[config.mk]
export PLATFORM = sky130hd
export DESIGN_NAME = dcg_codec_ctrl
export DESIGN_NICKNAME = d
export VERILOG_FILES = /design/src/include/dcg_pkg.sv /design/src/hdl/dcg_codec_ctrl.sv
export VERILOG_INCLUDE_DIRS = /design/src /design/src/include
export SDC_FILE = /design/constraint.sdc
export NUM_CORES = 1
export LEC_CHECK = 0
export BUFFER_PORTS_ARGS = -buffer_cell sky130_fd_sc_hd__buf_2
export CORE_MARGIN = 2
export CORE_UTILIZATION = 45
export DETAILED_ROUTE_END_ITERATION = 8
export GPL_TIMING_DRIVEN = 0
export HOLD_SLACK_MARGIN = 0.03
export PLACE_DENSITY = 0.6
export SETUP_SLACK_MARGIN = 0.2
export SLEW_MARGIN = 20
export SYNTH_ARGS = -nofsm -noshare
export SYNTH_HDL_FRONTEND = slang
export SYNTH_SLANG_ARGS = --single-unit
[constraint.sdc]
create_clock -name mclk_in -period 12 [get_ports mclk_in]
set_input_delay 2.4 -clock mclk_in [delete_from_list [all_inputs] [get_ports mclk_in]]
set_output_delay 2.4 -clock mclk_in [all_outputs]
set_load 0.005 [all_outputs]
[src/include/dcg_consts.svh]
`ifndef DCG_CONSTS_SVH
`define DCG_CONSTS_SVH

// special-function register addresses
`define DCG_ADDR_LINE_VOL   8'hbb
`define DCG_ADDR_MIC_VOL    8'hbc
`define DCG_ADDR_GAIN_CTRL  8'hc7

// reset values
`define DCG_VOL_RESET       8'h00
`define DCG_CTRL_RESET      8'h00

// implemented-bit masks, spare bits excluded
`define DCG_VOL_MASK        8'hc8
`define DCG_CTRL_MASK       8'h36

// field positions
`define DCG_VOL_TX_HI       7
`define DCG_VOL_TX_LO       6
`define DCG_VOL_RX_BIT      3
`define DCG_CTRL_LINE_HI    5
`define DCG_CTRL_LINE_SEL   4
`define DCG_CTRL_MIC_AMP    2
`define DCG_CTRL_MIC_LO     1

// timing
`define DCG_CLK_HZ          100000000
`define DCG_FS_HZ           8000
`define DCG_DECIM_RATIO     128

// fixed decimator gain, 3.14 dB as 735/512
`define DCG_DEC_GAIN_NUM    735
`define DCG_DEC_GAIN_SHIFT  9

// sample word full scale
`define DCG_PCM_POS_FS      16'h7fff
`define DCG_PCM_NEG_FS      16'h8000

`endif

[src/include/dcg_pkg.sv]
package dcg_pkg;

  typedef enum logic [2:0] {
    DCG_RX_7DB  = 3'b000,
    DCG_RX_23DB = 3'b001,
    DCG_RX_35DB = 3'b010,
    DCG_RX_38DB = 3'b011,
    DCG_RX_50DB = 3'b100
  } dcg_rx_gain_t;

  typedef enum logic [1:0] {
    DCG_TX_M12DB = 2'b00,
    DCG_TX_M6DB  = 2'b01,
    DCG_TX_0DB   = 2'b10,
    DCG_TX_P6DB  = 2'b11
  } dcg_tx_gain_t;

endpackage

[src/hdl/dcg_codec_ctrl.sv]
`timescale 1ns/1ps
// Summary of operation
// two volume registers at bb/bc, reset 00
// volume bits 7:6 pick transmit gain step
// line receive gain 7/23 dB, override 35
// mic receive gain 23/35, amp on 38/50
// override ignores bit 3 and amp enable
// gain control register at c7, reset 00
// select bit routes first or second line input
// bitstream full scale: all ones, all zeros
// sample words two's complement, saturate full scale
// receive decimates bitstream to 16-bit at 8 kHz
// decimator adds fixed 3.14 dB gain
// transmit noise shaper turns 16-bit words to bitstream
// spare bits read zero, ignore writes
`include "dcg_consts.svh"

module dcg_codec_ctrl
  import dcg_pkg::*;
#(
  parameter int DECIM_RATIO = `DCG_DECIM_RATIO,
  parameter int CLK_HZ      = `DCG_CLK_HZ,
  parameter int FS_HZ       = `DCG_FS_HZ
) (
  input  wire logic         mclk_in,
  input  wire logic         rstn_in,
  input  wire logic         ce_in,
  input  wire logic [7:0]   sfr_addr_in,
  input  wire logic [7:0]   sfr_wdata_in,
  input  wire logic         sfr_wr_in,
  input  wire logic         sfr_rd_in,
  output logic      [7:0]   sfr_rdata_out,
  output dcg_tx_gain_t      line_tx_gain_out,
  output dcg_tx_gain_t      mic_tx_gain_out,
  output dcg_rx_gain_t      line_rx_gain_out,
  output dcg_rx_gain_t      mic_rx_gain_out,
  output logic              line_input_select_out,
  output logic              mic_amplifier_enable_out,
  output logic              conv_bit_tick_out,
  input  wire logic         line_rx_bit_in,
  input  wire logic         mic_rx_bit_in,
  output logic      [15:0]  line_rx_pcm_out,
  output logic      [15:0]  mic_rx_pcm_out,
  output logic              rx_pcm_valid_out,
  input  wire logic [15:0]  line_tx_pcm_in,
  input  wire logic [15:0]  mic_tx_pcm_in,
  input  wire logic         tx_pcm_valid_in,
  output logic              line_tx_bit_out,
  output logic              mic_tx_bit_out
);

  localparam int BIT_DIV  = CLK_HZ / (FS_HZ * DECIM_RATIO);
  localparam int DIV_W    = $clog2(BIT_DIV + 1);
  localparam int CNT_W    = $clog2(DECIM_RATIO + 1);
  localparam int PCM_SH   = 15 - $clog2(DECIM_RATIO);

  logic [7:0]       line_vol_q;
  logic [7:0]       mic_vol_q;
  logic [7:0]       gain_ctrl_q;
  logic [DIV_W-1:0] div_q;
  logic             tick_q;
  logic [CNT_W-1:0] bit_cnt_q;
  logic [1:0]       rx_s1_q;
  logic [1:0]       rx_s2_q;
  logic [1:0]       tx_bit_q;
  logic [15:0]      rx_pcm_q [2];
  logic             rx_valid_q;

  function automatic dcg_rx_gain_t rx_gain(input logic is_mic, input logic rx_bit,
                                           input logic ovr, input logic amp);
    dcg_rx_gain_t g;
    g = DCG_RX_7DB;
    if (!is_mic) begin
      if (ovr) begin
        g = DCG_RX_35DB;
      end else if (rx_bit) begin
        g = DCG_RX_23DB;
      end else begin
        g = DCG_RX_7DB;
      end
    end else begin
      if (ovr) begin
        g = DCG_RX_7DB;
      end else if (amp) begin
        g = rx_bit ? DCG_RX_50DB : DCG_RX_38DB;
      end else begin
        g = rx_bit ? DCG_RX_35DB : DCG_RX_23DB;
      end
    end
    return g;
  endfunction

  function automatic logic [15:0] sat16(input logic signed [31:0] v);
    logic [15:0] r;
    r = v[15:0];
    if (v > 32'sd32767) begin
      r = `DCG_PCM_POS_FS;
    end else if (v < -32'sd32768) begin
      r = `DCG_PCM_NEG_FS;
    end
    return r;
  endfunction

  // register writes
  always_ff @(posedge mclk_in) begin
    if (!rstn_in) begin
      line_vol_q  <= `DCG_VOL_RESET;
      mic_vol_q   <= `DCG_VOL_RESET;
      gain_ctrl_q <= `DCG_CTRL_RESET;
    end else if (ce_in && sfr_wr_in) begin
      if (sfr_addr_in == `DCG_ADDR_LINE_VOL) begin
        line_vol_q <= sfr_wdata_in & `DCG_VOL_MASK;
      end else if (sfr_addr_in == `DCG_ADDR_MIC_VOL) begin
        mic_vol_q <= sfr_wdata_in & `DCG_VOL_MASK;
      end else if (sfr_addr_in == `DCG_ADDR_GAIN_CTRL) begin
        gain_ctrl_q <= sfr_wdata_in & `DCG_CTRL_MASK;
      end
    end
  end

  // register reads, unmapped reads zero
  always_ff @(posedge mclk_in) begin
    if (!rstn_in) begin
      sfr_rdata_out <= 8'h00;
    end else if (ce_in && sfr_rd_in) begin
      if (sfr_addr_in == `DCG_ADDR_LINE_VOL) begin
        sfr_rdata_out <= line_vol_q;
      end else if (sfr_addr_in == `DCG_ADDR_MIC_VOL) begin
        sfr_rdata_out <= mic_vol_q;
      end else if (sfr_addr_in == `DCG_ADDR_GAIN_CTRL) begin
        sfr_rdata_out <= gain_ctrl_q;
      end else begin
        sfr_rdata_out <= 8'h00;
      end
    end
  end

  // gain and routing controls to the analog front ends
  always_ff @(posedge mclk_in) begin
    if (!rstn_in) begin
      line_tx_gain_out         <= DCG_TX_M12DB;
      mic_tx_gain_out          <= DCG_TX_M12DB;
      line_rx_gain_out         <= DCG_RX_7DB;
      mic_rx_gain_out          <= DCG_RX_23DB;
      line_input_select_out    <= 1'b0;
      mic_amplifier_enable_out <= 1'b0;
    end else if (ce_in) begin
      line_tx_gain_out <= dcg_tx_gain_t'(line_vol_q[`DCG_VOL_TX_HI:`DCG_VOL_TX_LO]);
      mic_tx_gain_out  <= dcg_tx_gain_t'(mic_vol_q[`DCG_VOL_TX_HI:`DCG_VOL_TX_LO]);
      line_rx_gain_out <= rx_gain(1'b0, line_vol_q[`DCG_VOL_RX_BIT],
                                  gain_ctrl_q[`DCG_CTRL_LINE_HI], 1'b0);
      mic_rx_gain_out  <= rx_gain(1'b1, mic_vol_q[`DCG_VOL_RX_BIT],
                                  gain_ctrl_q[`DCG_CTRL_MIC_LO],
                                  gain_ctrl_q[`DCG_CTRL_MIC_AMP]);
      line_input_select_out    <= gain_ctrl_q[`DCG_CTRL_LINE_SEL];
      mic_amplifier_enable_out <= gain_ctrl_q[`DCG_CTRL_MIC_AMP] &
                                  ~gain_ctrl_q[`DCG_CTRL_MIC_LO];
    end
  end

  // converter bit-rate tick, DECIM_RATIO ticks per 8 kHz sample
  always_ff @(posedge mclk_in) begin
    if (!rstn_in) begin
      div_q  <= '0;
      tick_q <= 1'b0;
    end else if (ce_in) begin
      if (div_q == DIV_W'(BIT_DIV - 1)) begin
        div_q  <= '0;
        tick_q <= 1'b1;
      end else begin
        div_q  <= div_q + 1'b1;
        tick_q <= 1'b0;
      end
    end
  end

  always_ff @(posedge mclk_in) begin
    if (!rstn_in) begin
      conv_bit_tick_out <= 1'b0;
    end else if (ce_in) begin
      conv_bit_tick_out <= tick_q;
    end
  end

  // bitstream input synchronisers
  always_ff @(posedge mclk_in) begin
    if (!rstn_in) begin
      rx_s1_q <= 2'b00;
      rx_s2_q <= 2'b00;
    end else if (ce_in) begin
      rx_s1_q <= {mic_rx_bit_in, line_rx_bit_in};
      rx_s2_q <= rx_s1_q;
    end
  end

  // decimation window position
  always_ff @(posedge mclk_in) begin
    if (!rstn_in) begin
      bit_cnt_q  <= '0;
      rx_valid_q <= 1'b0;
    end else if (ce_in) begin
      rx_valid_q <= 1'b0;
      if (tick_q) begin
        if (bit_cnt_q == CNT_W'(DECIM_RATIO - 1)) begin
          bit_cnt_q  <= '0;
          rx_valid_q <= 1'b1;
        end else begin
          bit_cnt_q <= bit_cnt_q + 1'b1;
        end
      end
    end
  end

  genvar ch;
  generate
    for (ch = 0; ch < 2; ch++) begin : g_ch
      logic [CNT_W-1:0]    ones_q;
      logic [CNT_W-1:0]    ones_total;
      logic signed [31:0]  lin;
      logic signed [31:0]  scaled;
      logic signed [15:0]  tx_word_q;
      logic signed [19:0]  acc_q;
      logic signed [19:0]  acc_d;
      logic signed [19:0]  fb;

      // ones density to signed word: all ones +fs, all zeros -fs
      always_comb begin
        ones_total = ones_q + CNT_W'(rx_s2_q[ch]);
        lin = ((32'(ones_total) <<< 1) - 32'(DECIM_RATIO)) <<< PCM_SH;
        scaled = (lin * 32'(`DCG_DEC_GAIN_NUM)) >>> `DCG_DEC_GAIN_SHIFT;
      end

      always_ff @(posedge mclk_in) begin
        if (!rstn_in) begin
          ones_q       <= '0;
          rx_pcm_q[ch] <= 16'h0000;
        end else if (ce_in && tick_q) begin
          if (bit_cnt_q == CNT_W'(DECIM_RATIO - 1)) begin
            ones_q       <= '0;
            rx_pcm_q[ch] <= sat16(scaled);
          end else begin
            ones_q <= ones_total;
          end
        end
      end

      // first-order noise shaper, feedback at word full scale
      always_comb begin
        fb    = tx_bit_q[ch] ? 20'sd32767 : -20'sd32768;
        acc_d = acc_q + 20'(tx_word_q) - fb;
      end

      always_ff @(posedge mclk_in) begin
        if (!rstn_in) begin
          tx_word_q <= '0;
        end else if (ce_in && tx_pcm_valid_in) begin
          tx_word_q <= (ch == 0) ? line_tx_pcm_in : mic_tx_pcm_in;
        end
      end

      always_ff @(posedge mclk_in) begin
        if (!rstn_in) begin
          acc_q        <= '0;
          tx_bit_q[ch] <= 1'b0;
        end else if (ce_in && tick_q) begin
          acc_q        <= acc_d;
          tx_bit_q[ch] <= ~acc_d[19];
        end
      end
    end
  endgenerate

  assign line_rx_pcm_out  = rx_pcm_q[0];
  assign mic_rx_pcm_out   = rx_pcm_q[1];
  assign rx_pcm_valid_out = rx_valid_q;
  assign line_tx_bit_out  = tx_bit_q[0];
  assign mic_tx_bit_out   = tx_bit_q[1];

endmodule

==> flow_metrics.py, run 1 <==
metrics = {
    "synthesis": {
        "synth_area_um2": 13400,
        "avgSynthCellArea_um2": 8.769,
        "synth.area.top_cells": "dfxtp_1 21%, ha_1 15%, fa_1 13%",
        "synth_compound_area_share_pct": 14.17,
        "synth-seq-area-share_pct": 28.09,
        "synthMuxAreaShare_pct": 2.138,
        "ys_types": 79,
        "yosys.area_share.adder_pct": 28.01,
        "synth_cells": 1528,
        "synthXorXnorAreaFrac_pct": 3.922,
        "synth_edf_count": 32,
        "yosys_register_bits": 172,
        "synth_area_leader_cell": "dfxtp_1",
        "synth_top_family_by_area": "adder cells",
        "synth_top_cell_area_share_pct": 20.92,
        "synthSimpleGateAreaFrac_pct": 15.21,
        "synthFlopType": "dfxtp_1",
        "yosysWarnings": 0,
        "synthArstFlopShare_pct": 0,
    },
    "cells_and_area": {
        "insertedDiodeCount": 0,
        "drive_gt1_share_pct": 11.74,
        "multiInputGateArea_um2": 8521,
        "instances_no_fill": 2060,
        "nFillCells": 2875,
        "ff_latch_area_um2": 3766,
        "final_core_util_pct": 51.24,
        "fin_nets": 1960,
        "area_growth_pct": 12.73,
    },
    "sta": {
        "slew_headroom_pct": 43.29,
        "fin_skew_ps": 8.368,
        "holdWs_ps": 454.8,
        "timing_worst_slew_pin_value_ps": 850.6,
        "final_hold_viol_count": 0,
        "timing.setup.tns_ps": 0,
        "drv_slew": 0,
        "rsz0062_at_grt": "false",
        "fmax_ghz": 0.1567,
        "post-route-period-util_pct": 53.18,
        "setup_viol": 0,
        "period_minus_slack_ps": 6381,
    },
    "clock_network": {
        "cts_max_path_buffers": 2,
        "insertion_delay_ps": 440,
        "root_buffer": "clkbuf_16",
        "cts_setup_buffers": 0,
        "cts_tree": "built",
        "cts_resized": 0,
        "cts_made_buffers": 17,
        "holdBufCountCts": 0,
        "clkSinkCount": 172,
        "htree_levels": 4,
        "clkTransAtPathRegs_ps": 70,
    },
    "die": {
        "die_h_um": 176.6,
        "io_pins": 112,
        "dieWidth_um": 176.6,
        "core_um2": 29480,
        "start_util_pct": 45.45,
        "dieArea_um2": 31170,
        "rows": 63,
    },
    "power_and_ir_drop": {
        "ir_worst_vdd_v": 0.00008320,
        "p_per_area_nw_per_um2": 89.02,
        "leakage_nw": 6.896,
        "power.total_mw": 1.345,
    },
    "place": {
        "gp_congestion": 0.8287,
        "hpwl_um": 23680,
        "port_buffers": 107,
        "placedCellCount": 2029,
    },
    "detailed_routing": {
        "wl_per_cell_um": 14.67,
        "vias": 10605,
        "avgViaCountPerCell": 5.148,
        "dr.pass1.iters": 5,
        "wirelength_um": 30210,
        "drt_iter0_drc": 474,
        "ant_nets": 0,
        "drc": 0,
    },
    "global_route": {
        "grt_pass1_vias": 10049,
        "grt_overflow_total": 0,
        "grt_pass1_wl_um": 49990,
        "antenna_found_initial": 0,
        "grt_usage_pct": 20.02,
        "grt_start_max_net_pins": 22,
    },
    "setup_path": {
        "endpoint_kind": "flip-flop",
        "crit_fanout": 10,
        "worstPathRequired_ps": 12180,
        "crit_type": "flip-flop to flip-flop",
        "arrival_ps": 6560,
        "critPathLaunchType": "flip-flop",
        "worstRegToRegCells": 20,
    },
    "run_status": {
        "status": "finished, final reports clean",
    },
    "job": {
        "drv_cap": 0,
    },
    "hold_path": {
        "hold_class": "flip-flop to flip-flop",
        "min_path_cells": 2,
    },
}
[cells by family after synthesis]
kind of cell | after synthesis
AND/OR/NAND/NOR | 431
AO/OA/AOI/OAI | 301
buffers and inverters | 293
adder cells (fa/ha/maj) | 246
flip-flops | 172
XOR/XNOR | 57
multiplexers | 27
other | 1
[routing by layer]
metal | track usage, % | up-vias | routed length (µm)
li1 | - | 5367 | -
met1 | 28.41 | 5025 | 14950
met2 | 31.23 | 183 | 13390
met3 | 4.134 | 30 | 1469
met4 | 4.855 | 0 | 404
met5 | 0 | - | 0
[report_power, final]
| group | internal (mW) | switching [mW] | total [mW] |
|---|---|---|---|
| Sequential | 0.599 | 0.00568 | 0.605 |
| Combinational | 0.0723 | 0.104 | 0.177 |
| Clock | 0.321 | 0.242 | 0.564 |
| Total | 0.992 | 0.352 | 1.34 |
[registers in the layout (all words and copies together) (netlist names), 3 cells and up]
signal	cells
div_q	7
mic_rx_gain_out	3
line_vol_q	3
bit_cnt_q	8
g_ch.acc_q	40
rx_pcm_q	32
mic_vol_q	3
sfr_rdata_out	7
g_ch.ones_q	16
g_ch.tx_word_q	32
gain_ctrl_q	4
[cell type report]
cell class | instances | share of cell area [%]
clock inverters | 8 | 0.5219
clock buffers | 23 | 3.380
plain buffers | 55 | 1.549
flip-flops and latches | 172 | 24.93
well taps | 390 | 3.231
multi-input cells | 1064 | 56.41
inverters | 238 | 5.931
repair buffers | 110 | 4.042
[through the flow]
step           instance area [µm²]  setup WS, ps
2_1_floorplan                13400          6359
3_3_place_gp                 14430          5636
3_5_place_dp                 14520          5628
4_1_cts                      15100          5609
5_1_grt                      15100          5173
6_report                     15100          5619
[cells in the mapped netlist (6+ instances only)]
cell type    n
nor2_1     103
o31ai_1      6
inv_1      236
buf_1        8
o21ai_1      7
a21oi_2     14
nand2_1    162
nor3_1      29
o21ai_0     41
nand4_1     10
or3_1       11
dfxtp_1    140
fa_1        90
a21o_1      16
nand3_1     34
clkbuf_1    41
a21oi_1    125
or2_2        8
mux2i_1     25
o21a_1      11
edfxtp_1    32
a211oi_1    12
xnor2_1     26
a31oi_1      8
xor2_1      29
o22ai_1     14
a22oi_1     11
nor4_1       6
nand2b_1    17
ha_1       156
nand3b_1     6
and3_1      12
[critical path, cell delays in order (launching register included)]
cell and delay, ps:
dfxtp_1 400, ha_1 240, nand3_2 120, or2_2 330, xnor2_1 400, inv_1 120
fa_1 440, inv_1 160, fa_1 440, fa_1 470, fa_1 450, fa_1 460
ha_1 360, o21a_1 120, nor2_1 50, o31ai_1 380, o21ai_0 170, and3b_1 210
o221ai_2 420, buf_4 300, a21oi_1 60
[path summary, 6_finish.rpt]
kind,from,end,slack [ps]
worst max-delay path,rx_s2_q[1],rx_pcm_q[1][4],5620
worst max register to register,rx_s2_q[1],rx_pcm_q[1][4],5620
worst min register to register,g_ch[1].acc_q[0],g_ch[1].acc_q[0],450
worst min-delay path,g_ch[1].acc_q[0],g_ch[1].acc_q[0],450
[cells in the final DEF (no fill, tap or decap), types with 16 or more instances in the layout]
master,n
a21o_1,16
a21oi_1,125
buf_2,108
clkbuf_1,43
clkbuf_16,19
dfxtp_1,138
edfxtp_1,32
fa_1,90
ha_1,156
inv_1,236
mux2i_1,25
nand2_1,162
nand2b_1,17
nand3_1,34
nor2_1,103
nor3_1,29
o21ai_0,41
xnor2_1,26
xor2_1,29
(Power assumes the default switching activity.)
==> run 2, diff against run 1 <==
--- a/config.mk
+++ b/config.mk
@@ -6,13 +6,14 @@
 export SDC_FILE = /design/constraint.sdc
 export NUM_CORES = 1
 export LEC_CHECK = 0
+export ABC_AREA = 1
 export BUFFER_PORTS_ARGS = -buffer_cell sky130_fd_sc_hd__buf_2
 export CORE_MARGIN = 2
 export CORE_UTILIZATION = 45
 export DETAILED_ROUTE_END_ITERATION = 8
 export GPL_TIMING_DRIVEN = 0
 export HOLD_SLACK_MARGIN = 0.03
-export PLACE_DENSITY = 0.6
+export PLACE_DENSITY = 0.62
 export SETUP_SLACK_MARGIN = 0.2
 export SLEW_MARGIN = 20
 export SYNTH_ARGS = -nofsm -noshare
==> constraint.sdc (replaced) <==
create_clock -name mclk_in -period 5.83 [get_ports mclk_in]
set_input_delay 1.166 -clock mclk_in [delete_from_list [all_inputs] [get_ports mclk_in]]
set_output_delay 1.166 -clock mclk_in [all_outputs]
set_load 0.005 [all_outputs]
==> flow_metrics.py, run 2 <==
metrics = {
    "run_status": {
        "status": "finished, final reports clean",
    },
    "detailed_routing": {
        "wl_per_cell_um": 13.94,
        "dr.pass1.iters": 7,
        "ant_nets": 0,
        "avgViaCountPerCell": 4.967,
        "drc": 0,
        "drt_iter0_drc": 604,
        "vias": 11508,
        "wirelength_um": 32300,
    },
    "synthesis": {
        "synthArstFlopShare_pct": 0,
        "synth_area_um2": 13730,
        "synth_edf_count": 32,
        "avgSynthCellArea_um2": 7.703,
        "synth-seq-area-share_pct": 27.40,
        "synth_area_leader_cell": "dfxtp_1",
        "synth.area.top_cells": "dfxtp_1 20%, ha_1 14%, fa_1 13%",
        "synth_commonest_cells": "367 x inv_1, 293 x nand2_1, 173 x a21oi_1",
        "synth_cells": 1783,
        "synthFlopType": "dfxtp_1",
        "yosys_register_bits": 172,
        "yosysWarnings": 0,
        "ys_types": 43,
        "yosys.cell_count.top_type": "inv_1",
        "synth_top_cell_area_share_pct": 20.41,
    },
    "sta": {
        "fmax_ghz": 0.1883,
        "final_hold_viol_count": 0,
        "slew_headroom_pct": 31.40,
        "post-route-period-util_pct": 91.10,
        "drv_slew": 0,
        "fin_skew_ps": 13.87,
        "period_minus_slack_ps": 5311,
        "rsz0062_at_grt": "false",
        "setup_viol": 0,
        "timing.setup.tns_ps": 0,
        "timing_worst_slew_pin_value_ps": 1024,
    },
    "place": {
        "gp_congestion": 0.8829,
        "port_buffers": 108,
        "hpwl_um": 25620,
    },
    "global_route": {
        "grt_overflow_total": 0,
        "antenna_found_initial": 1,
        "grt_pass1_vias": 11375,
        "grt_usage_pct": 21.08,
        "grt_start_max_net_pins": 36,
        "grt_pass1_wl_um": 53680,
    },
    "setup_path": {
        "endpoint_kind": "flip-flop",
        "crit_fanout": 10,
        "arrival_ps": 5590,
        "r2r_slack_ps": 520,
        "worstPathRequired_ps": 6110,
        "path_delay_family": "adder cells",
        "rr_startpoint": "rx_s2_q[0]",
        "reg2reg_to": "rx_pcm_q[0][9]",
        "critPathLaunchType": "flip-flop",
        "crit_slowest_cell": "fa_2",
        "crit_type": "flip-flop to flip-flop",
        "cp_slowest_stage_delay_ps": 590,
        "cp_cell_sequence": "ha_2 -> inv_1 -> nor2_4 -> nand3_1 -> xor2_2 -> fa_1 -> inv_2 -> fa_1 -> fa_1 -> fa_2 -> ha_1 -> ha_2 -> nand2_1 -> nand2_1 -> nor2_2 -> nor2_2 -> nor2_2 -> nand3_2 -> nor2_1 -> nand2_1 -> nand2_4 -> buf_8 -> nand2_1 -> a21oi_1",
        "crit_buf_inv": 3,
        "crit_path_frequent_cell": "nand2_1",
        "worstRegToRegCells": 24,
    },
    "cells_and_area": {
        "final_common_cell": "inv_1",
        "top_register": "g_ch.acc_q",
        "drive_gt1_share_pct": 10.70,
        "final_cell_mix": "362 x inv_1, 288 x nand2_1, 170 x a21oi_1",
        "reg_top3": "g_ch.acc_q x40, g_ch.tx_word_q x32, rx_pcm_q x32",
        "final_core_util_pct": 52.50,
        "largest_reg_flops": 40,
        "area_growth_pct": 14.20,
        "fin_nets": 2215,
    },
    "die": {
        "rows": 63,
        "io_pins": 112,
        "dieWidth_um": 178.7,
        "start_util_pct": 45.97,
        "core_um2": 29870,
        "dieArea_um2": 31930,
        "die_h_um": 178.7,
    },
    "hold_path": {
        "min_from": "conv_bit_tick_out",
        "hold_class": "flip-flop to flip-flop",
        "min_path_cells": 2,
        "worstHoldEndpoint": "conv_bit_tick_out",
    },
    "clock_network": {
        "cts_made_buffers": 17,
        "clkSinkCount": 172,
        "cts_max_path_buffers": 2,
        "cts_setup_buffers": 0,
        "insertion_delay_ps": 450,
        "cts_tree": "built",
        "root_buffer": "clkbuf_16",
        "htree_levels": 4,
        "clkTransAtPathRegs_ps": 70,
    },
    "power_and_ir_drop": {
        "ir_worst_vdd_v": 0.0002189,
        "seqPwrFrac_pct": 42.6,
        "p_per_area_nw_per_um2": 187.9,
        "p_int_mw": 2.046,
        "swShare_pct": 30.58,
        "leakage_nw": 7.760,
        "clockPowerShare_pct": 39.9,
        "power.total_mw": 2.947,
        "power.switching_mw": 0.9013,
        "combPwrFrac_pct": 17.5,
    },
    "job": {
        "drv_cap": 0,
    },
}
-- run 2: routing by layer --
layer	global-route usage [%]	up-vias	part of all wire [%]	routed length (µm)
met2	36.16	169	48	15410
met4	5.183	0	1.8	583
met3	4.389	40	4.1	1314
met1	27.12	5338	46	14990
li1	-	5961	-	-
met5	0	-	0	0
-- run 2: metrics by stage --
stage / setup slack [ps] / cells / instance area (µm²) / hold slack (ps)
floorplan: 855.6 / 1784 / 13740 / 433.1
global placement: 191.5 / 2282 / 14770 / 447.0
detailed placement: 118.6 / 2284 / 14830 / 450.2
CTS: 240.2 / 2316 / 15450 / 461.9
global route: 174.8 / 2317 / 15690 / 476.0
finish: 518.7 / 2317 / 15690 / 459.9
-- run 2: area by class of cell --
class | count | area, µm²
Antenna cell | 1 | 2.502
Timing Repair Buffer | 110 | 595.6
Sequential cell | 172 | 3769
Clock inverter | 15 | 176.4
Multi-Input combinational cell | 1195 | 8637
Inverter | 369 | 1385
Tap cell | 390 | 488.0
Fill cell | 2954 | 14190
Clock buffer | 17 | 425.4
Buffer | 48 | 206.4
-- run 2: cell families (layout without fill, tap and decap cells) --
logic type / after synthesis / in the layout / synth area share (%)
DFF: 172 / 172 / 27.40
other: 1 / 3 / 0.02730
and+or+nand+nor: 563 / 563 / 17.41
xor gates and xnor gates: 49 / 49 / 3.125
adders and majority gates: 246 / 246 / 27.33
buffers and inverters: 417 / 559 / 11.59
AOI/OAI and AO/OA: 335 / 335 / 13.12
-- run 2: worst max-delay path by stage --
stage                     startpoint        endpoint  slack [ps]  depth (start not counted)
after floorplan           rx_s2_q[0]  rx_pcm_q[0][5]         860                         22
after global placement    rx_s2_q[0]  rx_pcm_q[0][8]         190                         23
after detailed placement  rx_s2_q[0]  rx_pcm_q[0][9]         120                         23
after CTS                 rx_s2_q[0]  rx_pcm_q[0][9]         240                         23
after global routing      rx_s2_q[1]  rx_pcm_q[1][4]         170                         21
final                     rx_s2_q[0]  rx_pcm_q[0][9]         520                         24
-- run 2: worst register-to-register path, cell delays in order, from the launching register on --
cell and delay [ps]:
dfxtp_2 360, ha_2 210, inv_1 70, nor2_4 180
nand3_1 140, xor2_2 190, fa_1 440, inv_2 110
fa_1 440, fa_1 500, fa_2 590, ha_1 230
ha_2 320, nand2_1 80, nand2_1 90, nor2_2 170
nor2_2 70, nor2_2 130, nand3_2 130, nor2_1 110
nand2_1 100, nand2_4 130, buf_8 140, nand2_1 50
a21oi_1 150
-- run 2: repair_timing --
item,4_1_cts,5_1_grt
gates resized for setup,3,49
hold buffers,0,0
pin swaps,0,5
setup endpoints to repair,13,31
-- run 2: power by group through the flow --
stage | registers (mW) | clock network [mW] | logic [mW]
4_1_cts | 1.26 | 1.20 | 0.514
3_3_place_gp | 1.28 | 0 | 0.504
2_1_floorplan | 1.28 | 0 | 0.370
5_1_grt | 1.26 | 1.25 | 0.599
6_report | 1.26 | 1.17 | 0.517
3_5_place_dp | 1.28 | 0 | 0.509
